==> src/inc/btal_pkg.sv <==
// shared constants for the block transfer address loader, both ends
package btal_pkg;
  localparam int          WORD_W        = 16;     // channel word width
  localparam int          ADDR_W        = 15;     // buffer memory address width
  localparam int          FLAG_BIT      = 0;      // sequence flag position in address word
  localparam int          ADDR_LSB      = 1;      // address / function field low bit
  localparam int          STB_START     = 0;      // strobe bit: starting address
  localparam int          STB_TERM      = 1;      // strobe bit: terminating address
  localparam int          STB_FUNC      = 2;      // strobe bit: function code
  localparam int          STB_CLEAR     = 3;      // strobe bit: program clear
  localparam int          CONN_LSB      = 12;     // connect code field low bit
  localparam int          CONN_W        = 4;      // connect code width
  localparam logic [3:0]  CONN_DEFAULT  = 4'h2;   // default code this adapter answers to
  localparam int          PAIR_DEPTH    = 4;      // queued address pairs
  localparam int          FIFO_DEPTH    = 8;      // words buffered toward storage
  localparam int          SETUP_CYC     = 2;      // cycles word stands before its strobe
  // host register byte offsets
  localparam logic [7:0]  REG_CMD       = 8'h00;  // command: kind, flag, 15-bit value
  localparam logic [7:0]  REG_CONNECT   = 8'h04;  // connect code
  localparam logic [7:0]  REG_STATUS    = 8'h08;  // busy, refused, queue level, sequence
  // command register fields
  localparam int          CMD_FLAG_BIT  = 15;     // sequence flag in command
  localparam int          CMD_KIND_LSB  = 16;     // command kind, two bits
  localparam logic [1:0]  KIND_START    = 2'h0;
  localparam logic [1:0]  KIND_TERM     = 2'h1;
  localparam logic [1:0]  KIND_FUNC     = 2'h2;
  localparam logic [1:0]  KIND_CLEAR    = 2'h3;
  // status register fields
  localparam int          ST_BUSY_BIT   = 0;
  localparam int          ST_REFUSE_BIT = 1;      // write 1 to clear
  localparam int          ST_SEQ_BIT    = 2;
  localparam int          ST_LVL_LSB    = 4;      // three bits of queue level
  localparam logic [1:0]  HTRANS_NONSEQ = 2'h2;
endpackage : btal_pkg

==> src/inc/btal_link_if.sv <==
// channel link between the station control processor end and the adapter end
`timescale 1ns/100ps
interface btal_link_if;
  logic [15:0] addr_function_word;   // address / function word, host driven
  logic [15:0] strobe_control_word;  // strobes and connect code, host driven
  logic [2:0]  pairs_queued;         // adapter queue level
  logic        seq_active;           // adapter is inside a sequence
  modport host (output addr_function_word, output strobe_control_word, input pairs_queued, input seq_active);
  modport dev  (input addr_function_word, input strobe_control_word, output pairs_queued, output seq_active);
endinterface : btal_link_if

==> src/rtl/btal_device.sv <==
// adapter end: strobe capture, address pair queue, block streamer and output fifo
// Overview of operation
// - queue up to four start/end pairs
// - processor feeds pairs early for continuity
// - start address in bits; flag first only
// - bit 0 strobe captures starting address
// - end address follows its start; flag last
// - bit 1 strobe captures terminating address
// - order: start, strobe, end, strobe
// - end flag closes sequence after block
// - start flag opens sequence, blocks stream
// - end address bits 1..F, last word
// - start address bits 1..F, first word
// - same bits carry function code too
// - bit 2 strobe captures function code
// - strobes are pulses, never left set
// - only matching connect code responds
`timescale 1ns/100ps
module btal_fifo #(
  parameter int WIDTH = 16,
  parameter int DEPTH = 8
) (
  input  wire logic             clk_sys_in,
  input  wire logic             reset_n_in,
  input  wire logic [WIDTH-1:0] in_data_in,
  input  wire logic             in_valid_in,
  output logic                  in_ready_out,
  output logic [WIDTH-1:0]      out_data_out,
  output logic                  out_valid_out,
  input  wire logic             out_ready_in
);
  localparam int PW = $clog2(DEPTH);
  logic [WIDTH-1:0] mem [DEPTH];   // storage words
  logic [PW-1:0]    wr_ptr;        // next slot to fill
  logic [PW-1:0]    rd_ptr;        // oldest slot
  logic [PW:0]      count;         // words held
  logic             push;
  logic             pop;

  assign push          = in_valid_in && in_ready_out;
  assign pop           = out_valid_out && out_ready_in;
  assign in_ready_out  = (count != (PW+1)'(DEPTH));
  assign out_valid_out = (count != '0);
  assign out_data_out  = mem[rd_ptr];

  // storage write, no reset needed for data
  always_ff @(posedge clk_sys_in) begin
    if (push) begin
      mem[wr_ptr] <= in_data_in;
    end
  end

  // pointers and level
  always_ff @(posedge clk_sys_in or negedge reset_n_in) begin
    if (!reset_n_in) begin
      wr_ptr <= '0;
      rd_ptr <= '0;
      count  <= '0;
    end else begin
      if (push) begin
        wr_ptr <= PW'(wr_ptr + 1'b1);
      end
      if (pop) begin
        rd_ptr <= PW'(rd_ptr + 1'b1);
      end
      if (push && !pop) begin
        count <= (PW+1)'(count + 1'b1);
      end else if (pop && !push) begin
        count <= (PW+1)'(count - 1'b1);
      end
    end
  end
endmodule : btal_fifo

module btal_device #(
  parameter logic [3:0] CONNECT_CODE = btal_pkg::CONN_DEFAULT
) (
  input  wire logic                       clk_sys_in,
  input  wire logic                       reset_n_in,
  btal_link_if.dev                        link,
  output logic [btal_pkg::ADDR_W-1:0]     mem_addr_out,
  output logic                            mem_rd_out,
  input  wire logic [btal_pkg::WORD_W-1:0] mem_data_in,
  output logic [btal_pkg::WORD_W-1:0]     stor_data_out,
  output logic                            stor_valid_out,
  input  wire logic                       stor_ready_in,
  output logic [btal_pkg::ADDR_W-1:0]     func_code_out,
  output logic                            func_strobe_out,
  output logic                            seq_active_out,
  output logic                            seq_done_out,
  output logic [2:0]                      pairs_queued_out
);
  typedef enum logic {BTAL_IDLE, BTAL_RUN} btal_state_t;

  localparam int AW = btal_pkg::ADDR_W;
  logic [15:0]   prev_scw;                  // strobe word one cycle ago
  logic          connected;                 // connect code matches
  logic [3:0]    rise;                      // strobe rising edges
  logic [AW-1:0] hold_start;                // captured start awaiting its end
  logic          hold_sds;                  // start-of-sequence flag of held start
  logic          have_start;                // a start is waiting for its end
  logic [AW-1:0] q_start [btal_pkg::PAIR_DEPTH];
  logic [AW-1:0] q_end   [btal_pkg::PAIR_DEPTH];
  logic          q_sds   [btal_pkg::PAIR_DEPTH];
  logic          q_eds   [btal_pkg::PAIR_DEPTH];
  logic [1:0]    q_wr;                      // queue write slot
  logic [1:0]    q_rd;                      // queue head slot
  logic [2:0]    q_cnt;                     // pairs queued
  logic          q_push;
  logic          q_pop;
  btal_state_t   state;
  logic [AW-1:0] cur_addr;                  // word being fetched
  logic [AW-1:0] end_addr;                  // last word of current block
  logic          cur_eds;                   // current block ends the sequence
  logic          rd_pend;                   // memory word arrives this cycle
  logic          fifo_ready;
  logic          fetch;
  logic          clear;

  assign connected = (link.strobe_control_word[btal_pkg::CONN_LSB +: btal_pkg::CONN_W] == CONNECT_CODE);
  assign rise      = link.strobe_control_word[3:0] & ~prev_scw[3:0] & {4{connected}};
  assign clear     = rise[btal_pkg::STB_CLEAR];
  // end strobe completes a pair only if its start came first; a full queue drops it
  assign q_push    = rise[btal_pkg::STB_TERM] && have_start && (q_cnt != 3'(btal_pkg::PAIR_DEPTH));
  assign q_pop     = (state == BTAL_IDLE) && (q_cnt != 3'h0) && !clear;
  assign fetch     = (state == BTAL_RUN) && fifo_ready && !rd_pend && !clear;
  assign link.pairs_queued = pairs_queued_out;
  assign link.seq_active   = seq_active_out;

  // edge history; falling edges are never acted on, so each set/clear pulse loads once
  always_ff @(posedge clk_sys_in or negedge reset_n_in) begin
    if (!reset_n_in) begin
      prev_scw <= 16'h0000;
    end else begin
      prev_scw <= link.strobe_control_word;
    end
  end

  // starting address capture, held until its terminating partner arrives
  always_ff @(posedge clk_sys_in or negedge reset_n_in) begin
    if (!reset_n_in) begin
      hold_start <= '0;
      hold_sds   <= 1'b0;
      have_start <= 1'b0;
    end else if (clear) begin
      have_start <= 1'b0;
    end else if (rise[btal_pkg::STB_START]) begin
      hold_start <= link.addr_function_word[btal_pkg::ADDR_LSB +: AW];
      hold_sds   <= link.addr_function_word[btal_pkg::FLAG_BIT];
      have_start <= 1'b1;
    end else if (rise[btal_pkg::STB_TERM]) begin
      have_start <= 1'b0;
    end
  end

  // pair queue storage
  always_ff @(posedge clk_sys_in) begin
    if (q_push) begin
      q_start[q_wr] <= hold_start;
      q_end[q_wr]   <= link.addr_function_word[btal_pkg::ADDR_LSB +: AW];
      q_sds[q_wr]   <= hold_sds;
      q_eds[q_wr]   <= link.addr_function_word[btal_pkg::FLAG_BIT];
    end
  end

  // pair queue pointers; program clear empties it
  always_ff @(posedge clk_sys_in or negedge reset_n_in) begin
    if (!reset_n_in) begin
      q_wr  <= 2'h0;
      q_rd  <= 2'h0;
      q_cnt <= 3'h0;
    end else if (clear) begin
      q_wr  <= 2'h0;
      q_rd  <= 2'h0;
      q_cnt <= 3'h0;
    end else begin
      if (q_push) begin
        q_wr <= 2'(q_wr + 1'b1);
      end
      if (q_pop) begin
        q_rd <= 2'(q_rd + 1'b1);
      end
      if (q_push && !q_pop) begin
        q_cnt <= 3'(q_cnt + 1'b1);
      end else if (q_pop && !q_push) begin
        q_cnt <= 3'(q_cnt - 1'b1);
      end
    end
  end

  // function code register; pulse marks a fresh code
  always_ff @(posedge clk_sys_in or negedge reset_n_in) begin
    if (!reset_n_in) begin
      func_code_out   <= '0;
      func_strobe_out <= 1'b0;
    end else begin
      func_strobe_out <= rise[btal_pkg::STB_FUNC];
      if (rise[btal_pkg::STB_FUNC]) begin
        func_code_out <= link.addr_function_word[btal_pkg::ADDR_LSB +: AW];
      end
    end
  end

  // block streamer: walks each pair from start to end, one read per free fifo slot
  always_ff @(posedge clk_sys_in or negedge reset_n_in) begin
    if (!reset_n_in) begin
      state          <= BTAL_IDLE;
      cur_addr       <= '0;
      end_addr       <= '0;
      cur_eds        <= 1'b0;
      seq_active_out <= 1'b0;
      seq_done_out   <= 1'b0;
    end else begin
      seq_done_out <= 1'b0;
      if (clear) begin
        state          <= BTAL_IDLE;
        seq_active_out <= 1'b0;
      end else begin
        case (state)
          BTAL_IDLE: begin
            if (q_pop) begin
              cur_addr <= q_start[q_rd];
              end_addr <= q_end[q_rd];
              cur_eds  <= q_eds[q_rd];
              state    <= BTAL_RUN;
              if (q_sds[q_rd]) begin
                seq_active_out <= 1'b1;
              end
            end
          end
          BTAL_RUN: begin
            if (fetch) begin
              if (cur_addr == end_addr) begin
                state <= BTAL_IDLE;
                if (cur_eds) begin
                  seq_active_out <= 1'b0;
                  seq_done_out   <= 1'b1;
                end
              end else begin
                cur_addr <= AW'(cur_addr + 1'b1);
              end
            end
          end
          default: begin
            state <= BTAL_IDLE;
          end
        endcase
      end
    end
  end

  // memory read port; one read in flight so the fifo slot seen free stays free
  always_ff @(posedge clk_sys_in or negedge reset_n_in) begin
    if (!reset_n_in) begin
      mem_rd_out   <= 1'b0;
      mem_addr_out <= '0;
      rd_pend      <= 1'b0;
    end else begin
      mem_rd_out <= fetch;
      rd_pend    <= fetch;
      if (fetch) begin
        mem_addr_out <= cur_addr;
      end
    end
  end

  // queue level shown to both sides
  always_ff @(posedge clk_sys_in or negedge reset_n_in) begin
    if (!reset_n_in) begin
      pairs_queued_out <= 3'h0;
    end else begin
      pairs_queued_out <= q_cnt;
    end
  end

  // word buffer toward the storage device; a stalled device stalls fetching
  btal_fifo #(
    .WIDTH (btal_pkg::WORD_W),
    .DEPTH (btal_pkg::FIFO_DEPTH)
  ) u_fifo (
    .clk_sys_in    (clk_sys_in),
    .reset_n_in    (reset_n_in),
    .in_data_in    (mem_data_in),
    .in_valid_in   (rd_pend),
    .in_ready_out  (fifo_ready),
    .out_data_out  (stor_data_out),
    .out_valid_out (stor_valid_out),
    .out_ready_in  (stor_ready_in)
  );
endmodule : btal_device

==> src/flat_wrapper.sv <==
// flat-port wrapper written by rule: the top's interface ports become plain ports
module btal_device_flat 
#(
  parameter logic [3:0] CONNECT_CODE = btal_pkg::CONN_DEFAULT
)
  (clk_sys_in, reset_n_in, mem_addr_out, mem_rd_out, mem_data_in, stor_data_out, stor_valid_out, stor_ready_in, func_code_out, func_strobe_out, seq_active_out, seq_done_out, pairs_queued_out, link_addr_function_word, link_strobe_control_word, link_pairs_queued, link_seq_active);
  btal_link_if link_i ();
  input  wire logic clk_sys_in;
  input  wire logic reset_n_in;
  output logic [btal_pkg::ADDR_W-1:0] mem_addr_out;
  output logic mem_rd_out;
  input  wire logic [btal_pkg::WORD_W-1:0] mem_data_in;
  output logic [btal_pkg::WORD_W-1:0] stor_data_out;
  output logic stor_valid_out;
  input  wire logic stor_ready_in;
  output logic [btal_pkg::ADDR_W-1:0] func_code_out;
  output logic func_strobe_out;
  output logic seq_active_out;
  output logic seq_done_out;
  output logic [2:0] pairs_queued_out;
  input wire logic [$bits(link_i.addr_function_word)-1:0] link_addr_function_word;
  input wire logic [$bits(link_i.strobe_control_word)-1:0] link_strobe_control_word;
  output wire logic [$bits(link_i.pairs_queued)-1:0] link_pairs_queued;
  output wire logic [$bits(link_i.seq_active)-1:0] link_seq_active;
  assign link_i.addr_function_word = link_addr_function_word;
  assign link_i.strobe_control_word = link_strobe_control_word;
  assign link_pairs_queued = link_i.pairs_queued;
  assign link_seq_active = link_i.seq_active;
  btal_device #(.CONNECT_CODE(CONNECT_CODE)) u_core (.clk_sys_in(clk_sys_in), .reset_n_in(reset_n_in), .link(link_i), .mem_addr_out(mem_addr_out), .mem_rd_out(mem_rd_out), .mem_data_in(mem_data_in), .stor_data_out(stor_data_out), .stor_valid_out(stor_valid_out), .stor_ready_in(stor_ready_in), .func_code_out(func_code_out), .func_strobe_out(func_strobe_out), .seq_active_out(seq_active_out), .seq_done_out(seq_done_out), .pairs_queued_out(pairs_queued_out));
endmodule
==> config.mk <==
export PLATFORM = sky130hd
export DESIGN_NAME = btal_device_flat
export DESIGN_NICKNAME = d
export VERILOG_FILES = /design/src/inc/btal_pkg.sv /design/src/inc/btal_link_if.sv /design/src/rtl/btal_device.sv /design/src/flat_wrapper.sv
export SDC_FILE = /design/constraint.sdc
export NUM_CORES = 1
export LEC_CHECK = 0
export BUFFER_PORTS_ARGS = -buffer_cell sky130_fd_sc_hd__buf_4
export CAP_MARGIN = 20
export CORE_MARGIN = 3
export CORE_UTILIZATION = 60
export CTS_CLUSTER_SIZE = 20
export DETAILED_ROUTE_END_ITERATION = 16
export GPL_TIMING_DRIVEN = 0
export PLACE_DENSITY = 0.8
export SLEW_MARGIN = 10
export SYNTH_ARGS = -nofsm -noshare
export SYNTH_HDL_FRONTEND = slang
export SYNTH_HIERARCHICAL = 1
export SYNTH_SLANG_ARGS = --single-unit
export TNS_END_PERCENT = 50
==> constraint.sdc <==
create_clock -name clk_sys_in -period 6.4 [get_ports clk_sys_in]
set_input_delay 0.32 -clock clk_sys_in [delete_from_list [all_inputs] [get_ports clk_sys_in]]
set_output_delay 0.32 -clock clk_sys_in [all_outputs]
set_load 0.05 [all_outputs]
==> results of run 1 <==
## cells in the mapped netlist, drive strengths merged (4+ instances only)
| cell type | n | area share |
|---|---|---|
| edfxtp | 256 | 0.53 |
| nand2 | 154 | 0.040 |
| dfrtp | 107 | 0.18 |
| mux4 | 64 | 0.11 |
| mux2 | 38 | 0.029 |
| clkbuf | 26 | 0.0067 |
| nand3 | 23 | 0.0079 |
| buf | 21 | 0.0096 |
| nor2 | 19 | 0.0049 |
| xnor2 | 17 | 0.010 |
| nor3 | 12 | 0.0048 |
| inv | 11 | 0.0028 |
| ha | 10 | 0.0086 |
| xor2 | 10 | 0.0065 |
| and2 | 6 | 0.0026 |
| a21oi | 5 | 0.0017 |
| a221o | 4 | 0.0028 |
| and3 | 4 | 0.0017 |
| mux2i | 4 | 0.0028 |
| nand2b | 4 | 0.0017 |
| nand3b | 4 | 0.0023 |
| nand4 | 4 | 0.0017 |
| o21ai | 4 | 0.0014 |
| o31ai | 4 | 0.0024 |
| or2 | 4 | 0.0017 |
## layout make-up
class / instances / area share
Buffer: 47 / 0.0139
Clock buffer: 49 / 0.0578
Clock inverter: 12 / 0.00650
Inverter: 11 / 0.00241
Multi-Input combinational cell: 436 / 0.230
Sequential cell: 363 / 0.605
Tap cell: 319 / 0.0233
Timing Repair Buffer: 123 / 0.0611
## through the flow
stage / total power [mW] / instances / utilization / hold slack, ns
floorplan: 5.35 / 857 / - / 0.0244
global placement: 6.12 / 1276 / 0.665 / 0.419
detailed placement: 6.28 / 1294 / 0.677 / 0.436
CTS: 8.28 / 1360 / 0.725 / 0.0106
global route: 8.58 / 1360 / 0.725 / 0.0174
finish: 8.22 / 1360 / 0.725 / 0.0297
## cell families (layout without fill, tap and decap cells)
logic type               count (synthesis)  in the layout  synth area share
AO/OA/AOI/OAI                           39             39            0.0219
XOR/XNOR                                27             27            0.0168
adder cells (fa/ha/maj)                 12             12            0.0114
buffers and inverters                   58            242            0.0192
flip-flops                             363            363             0.713
multiplexers                           106            106             0.138
AND/OR/NAND/NOR                        252            252            0.0804
## registers in the layout, summed over array words and instances, names as in the netlist, 15 cells and up
register / flops
u_core/cur_addr: 15
u_core/end_addr: 15
u_core/func_code_out: 15
u_core/hold_start: 15
u_core/mem_addr_out: 15
u_core/q_end: 60
u_core/q_start: 60
u_core/u_fifo/mem: 128
## power by group through the flow
stage / registers (mW) / clock network [mW] / logic, mW
after floorplan: 3.44 / 0 / 1.91
after detailed placement: 3.24 / 0 / 3.04
after global routing: 3.24 / 2.08 / 3.26
final: 3.20 / 1.96 / 3.07
after global placement: 3.21 / 0 / 2.91
after CTS: 3.20 / 2.00 / 3.08
## how the worst max path moves through the flow
stage | from | endpoint | slack (ns)
floorplan | u_core/rd_pend$_DFF_PN0_ | u_core/u_fifo/mem[0][0]$_DFFE_PP_ | 3.55
global placement | u_core/u_fifo/count[0]$_DFFE_PN0P_ | u_core/u_fifo/mem[0][10]$_DFFE_PP_ | 1.90
detailed placement | u_core/state$_DFF_PN0_ | u_core/q_cnt[2]$_DFFE_PN0P_ | 3.21
CTS | u_core/state$_DFF_PN0_ | u_core/q_cnt[2]$_DFFE_PN0P_ | 3.12
global route | u_core/state$_DFF_PN0_ | u_core/q_cnt[2]$_DFFE_PN0P_ | 2.89
finish | u_core/state$_DFF_PN0_ | u_core/q_cnt[2]$_DFFE_PN0P_ | 3.14
## per-layer routing
layer	vias to the layer above	wire length, um
met5	-	0
met4	0	599
met3	50	1810
met2	295	15700
met1	4065	11500
li1	3567	-
==> metrics.cfg, run 1 <==
[status]
status=completed

[placement]
place_congestion=0.850
io_buffers=100
pre_cts_slack_ns=3.21
dpl.hpwl_um=19900
dpl_cell_area_um2=16000

[logic_synthesis]
ys_ff_latch=363
synth_edf_count=256
seq_area_frac_synth=0.713
synth_cells=857
ys.flop_type=edfxtp_1
synth_async_sr_flop_share=0.295
synth_area_per_cell_um2=17.0
ys_types=60
syn_nets=920
yosysWarnings=6
netlist_area_um2=14500

[global_routing]
grt_pass1_vias=8376
grt_max_degree=108
grtUsageTotal=0.231
grt_busiest_layer=met2
antenna_found_initial=0
met1_usage=0.301
overflow=0
grt_first_pass_wirelength_um=46400
use_met2=0.409
use_met3=0.0375

[setup_path]
start_kind=flip-flop
slowest_delay_ns=0.54
reg2reg_from=u_core/state$_DFF_PN0_
crit_chain=clkbuf_1, nor2_1, nand2_1, clkbuf_1, and2_1, fa_1, or2_2, mux2i_1, xnor2_1, nor2_1
worstReg2RegEnd=u_core/q_cnt[2]$_DFFE_PN0P_
slowest_stage=nor2_1
critPathArrivalTime_ns=3.62
cp_data_required_time_ns=6.77
crit_family=simple AND/OR/NAND/NOR gates
critPathBufInv=2
reg2reg_depth=10
worstSetupPathType=reg2reg
setup.worst_path.end_class=flip-flop
path_depth=10
reg2reg_setup_slack_ns=3.14
crit_fanout=10

[floorplanning]
die_x_um=162
start_util=0.616
rows=56
io_pins=109
die_area_um2=26100
dieHeight_um=162
coreArea_um2=23600

[sta]
tightestPinTransition_ns=1.01
setup_tns_ns=0
max_freq_mhz=307
rsz0062_at_grt=no
finalHoldViolCount=0
fin_crit_sh=0.509
finalWorstSetupSlack_ns=3.14
slew_viol_final=0
period_minus_slack_ns=3.26
slew_headroom=0.326
setup_violations=0
final.setup_skew_ns=0.00819

[cts]
cts_resized=0
clock-sinks=363
clk_pin_slew_ns=0.06
cts_max_level=2
cts_buffers=35
insertion_delay_ns=0.50
tritoncts=done
cts-root-to-sink-buffers=3
post_cts_buffers=0
cts-root-buf=clkbuf_16
hold_buffers=5

[layout]
finalNetCount=1080
areaGrowthSynthToFinish_pct=17.8
regArea_um2=10400
drive_above_1_share=0.274
multi_input_area_um2=3940
diodes=0
final_cell_mix=256 x edfxtp_1, 153 x nand2_1, 113 x buf_4, 107 x dfrtp_1, 39 x mux4_2
final_common_cell=edfxtp_1
final.fill_count=1418
design_area_um2=17100

[job]
cap_violations=0

[power_and_ir_drop]
power_density_nw_per_um2=480
leakagePower_nw=6.51
ir_drop_mv=0.353
p_int_mw=5.29
p_seq_frac=0.389
swShare=0.357
p_comb_frac=0.373
power.switching_mw=2.93
clockPowerShare=0.238

[routing]
wire_per_inst_um=21.8
first_pass_iters=5
via_count=7977
routed_wl_um=29600
initialDrtViolationCount=719
viasPerCell=5.87
ant_nets=0
drc_errors=0

[worst_hold_path]
worstHoldPathType=in2reg
hold_end=u_core/q_eds[2]$_DFFE_PP_
hp-start=link_addr_function_word[0]
hold_path_depth=1

No activity file was read; power rests on OpenSTA's default activity.
==> inputs of run 2 (changes only) <==
==> constraint.sdc (replaced) <==
create_clock -name clk_sys_in -period 3 [get_ports clk_sys_in]
set_input_delay 0.15 -clock clk_sys_in [delete_from_list [all_inputs] [get_ports clk_sys_in]]
set_output_delay 0.15 -clock clk_sys_in [all_outputs]
set_load 0.05 [all_outputs]
==> run 2 against run 1 <==
Combinational power up 110%. Via count grew 1.9%. Clock power is 110% higher. Largest power group unchanged. Sequential power rose by 110%. Sequential share of layout area is 1.2 points lower. Design area increased by 2.0%. Critical path depth fell by 5.
==> metrics.cfg, run 2 (same netlist as run 1, synthesis figures left out) <==
[cts]
cts_max_level=2  ; unchanged
cts-root-to-sink-buffers=3  ; unchanged
insertion_delay_ns=0.50  ; about the same
cts_buffers=35  ; unchanged
post_cts_buffers=0  ; unchanged
clock-sinks=363  ; unchanged
tritoncts=done
cts-root-buf=clkbuf_16
clk_pin_slew_ns=0.06  ; about the same

[sta]
rsz0062_at_grt=no
period_minus_slack_ns=2.88
slew_viol_final=0  ; unchanged
finalWorstSetupSlack_ns=0.120  ; -3.03 ns
final.setup_skew_ns=0.00823  ; +0.0000406 ns
setup_violations=0  ; unchanged
max_freq_mhz=347
slew_headroom=0.328  ; +0.00243
fin_crit_sh=0.960
finalHoldViolCount=0  ; unchanged
tightestPinTransition_ns=1.01  ; -0.00364 ns

[layout]
drive_above_1_share=0.271  ; -0.00283
areaGrowthSynthToFinish_pct=20.2
diodes=0  ; unchanged
largest-register=u_core/u_fifo/mem
final_common_cell=edfxtp_1
design_area_um2=17500  ; +2.0%
finalNetCount=1113  ; +3.1%
top_regs=u_core/u_fifo/mem (128), u_core/q_end (60), u_core/q_start (60)
final_cell_mix=256 x edfxtp_1, 152 x nand2_1, 113 x buf_4, 106 x dfrtp_1, 39 x mux4_2
largest_reg_flops=128  ; unchanged
final_core_util=0.740  ; +0.0146

[global_routing]
grt_max_degree=108  ; unchanged
overflow=0  ; unchanged
grtUsageTotal=0.236  ; +0.00497
antenna_found_initial=0  ; unchanged
grt_first_pass_wirelength_um=47400  ; +2.1%
grt_pass1_vias=8542  ; +2.0%

[placement]
dpl_cell_area_um2=16000  ; unchanged
place_congestion=0.850  ; unchanged
pre_cts_slack_ns=-0.192  ; -3.40 ns
io_buffers=100  ; unchanged
dpl.hpwl_um=19900  ; unchanged

[routing]
initialDrtViolationCount=686  ; -4.6%
viasPerCell=5.83  ; -0.53%
drc_errors=0  ; unchanged
first_pass_iters=5  ; unchanged
via_count=8127  ; +1.9%
ant_nets=0  ; unchanged
routed_wl_um=30300  ; +2.3%
wire_per_inst_um=21.8  ; -0.12%

[setup_path]
slowest_delay_ns=0.60  ; +0.06 ns
setup.worst_path.end_class=primary output
critPathArrivalTime_ns=2.73  ; -0.89 ns
slowest_stage=clkbuf_1
worstSetupPathType=reg2out
critPathBufInv=3  ; +1
crit_fanout=10  ; unchanged
cp_common_cell=clkbuf_1
crit_chain=clkbuf_1, clkbuf_1, mux4_1, mux2_2, buf_4
crit_family=buffers and inverters
cp_data_required_time_ns=2.85  ; -3.92 ns
start_kind=flip-flop

[status]
status=completed

[floorplanning]
io_pins=109  ; unchanged
die_area_um2=26100  ; unchanged
coreArea_um2=23600  ; unchanged
start_util=0.616  ; unchanged
dieHeight_um=162  ; unchanged
rows=56  ; unchanged
die_x_um=162  ; unchanged

[power_and_ir_drop]
ir_drop_mv=0.750  ; +110%
leakagePower_nw=6.65  ; +2.1%
power_density_nw_per_um2=1010  ; +110%

[worst_hold_path]
worstHoldPathType=in2reg

[job]
cap_violations=0  ; unchanged

==> run 2: power breakdown <==
group          total, mW  switching, mW  internal (mW)
Sequential          6.83          0.565           6.27
Combinational       6.59           4.01           2.58
Clock               4.19           1.71           2.48
Total               17.6           6.29           11.3
==> run 2: per-stage QoR <==
stage	hold slack (ns)	TNS, ns	std cells	total power, mW
finish	0.0916	0	1393	17.6
global route	0.105	0	1393	18.4
CTS	0.0732	0	1393	17.7
detailed placement	0.274	-0.192	1294	13.4
global placement	0.270	-88.86	1276	13.1
floorplan	-0.146	0	857	11.4
==> run 2: timing repair <==
item	4_1_cts	5_1_grt
gates resized for setup	3	5
endpoints found under the setup margin	2	2
hold endpoints to repair	335	0
hold buffers	38	0
==> run 2: path summary, 6_finish.rpt <==
| kind | cells after the start | end | start | slack [ns] |
|---|---|---|---|---|
| min in group asynchronous | 2 | u_core/func_code_out[7]$_DFFE_PN0P_ | reset_n_in | 0.36 |
| worst min register to register | 0 | u_core/link.pairs_queued[1]$_DFF_PN0_ | u_core/q_cnt[1]$_DFFE_PN0P_ | 0.43 |
| worst min-delay path | 5 | u_core/have_start$_DFFE_PN0P_ | link_strobe_control_word[15] | 0.09 |
| worst max-delay path | 5 | stor_data_out[6] | u_core/u_fifo/rd_ptr[1]$_DFFE_PN0P_ | 0.12 |
| worst max register to register | 10 | u_core/u_fifo/count[3]$_DFFE_PN0P_ | u_core/u_fifo/count[0]$_DFFE_PN0P_ | 0.14 |
| max in group asynchronous | 2 | u_core/u_fifo/count[0]$_DFFE_PN0P_ | reset_n_in | 1.87 |
==> run 2: worst min-delay path: cells and delay by family <==
family | cells | cell delay [ns]
simple gates | 4 | 0.31
buf+inv | 1 | 0.09
==> run 2: final cells by class <==
cell class              count  area (um^2)
flip-flops and latches    363        10400
fillers                  1369         6140
multi-input cells         436         3950
repair buffers            156         1380
clock buffers              49          991
well taps                 319          399
plain buffers              47          239
clock inverters            12          111
inverters                  11         41.3
==> run 2: routing by layer <==
| metal | GRT usage | vias up | wire (um) |
|---|---|---|---|
| met2 | 0.417 | 318 | 16000 |
| li1 | - | 3636 | - |
| met3 | 0.0367 | 59 | 1730 |
| met4 | 0.0671 | 0 | 643 |
| met5 | 0 | - | 0 |
| met1 | 0.309 | 4114 | 12000 |
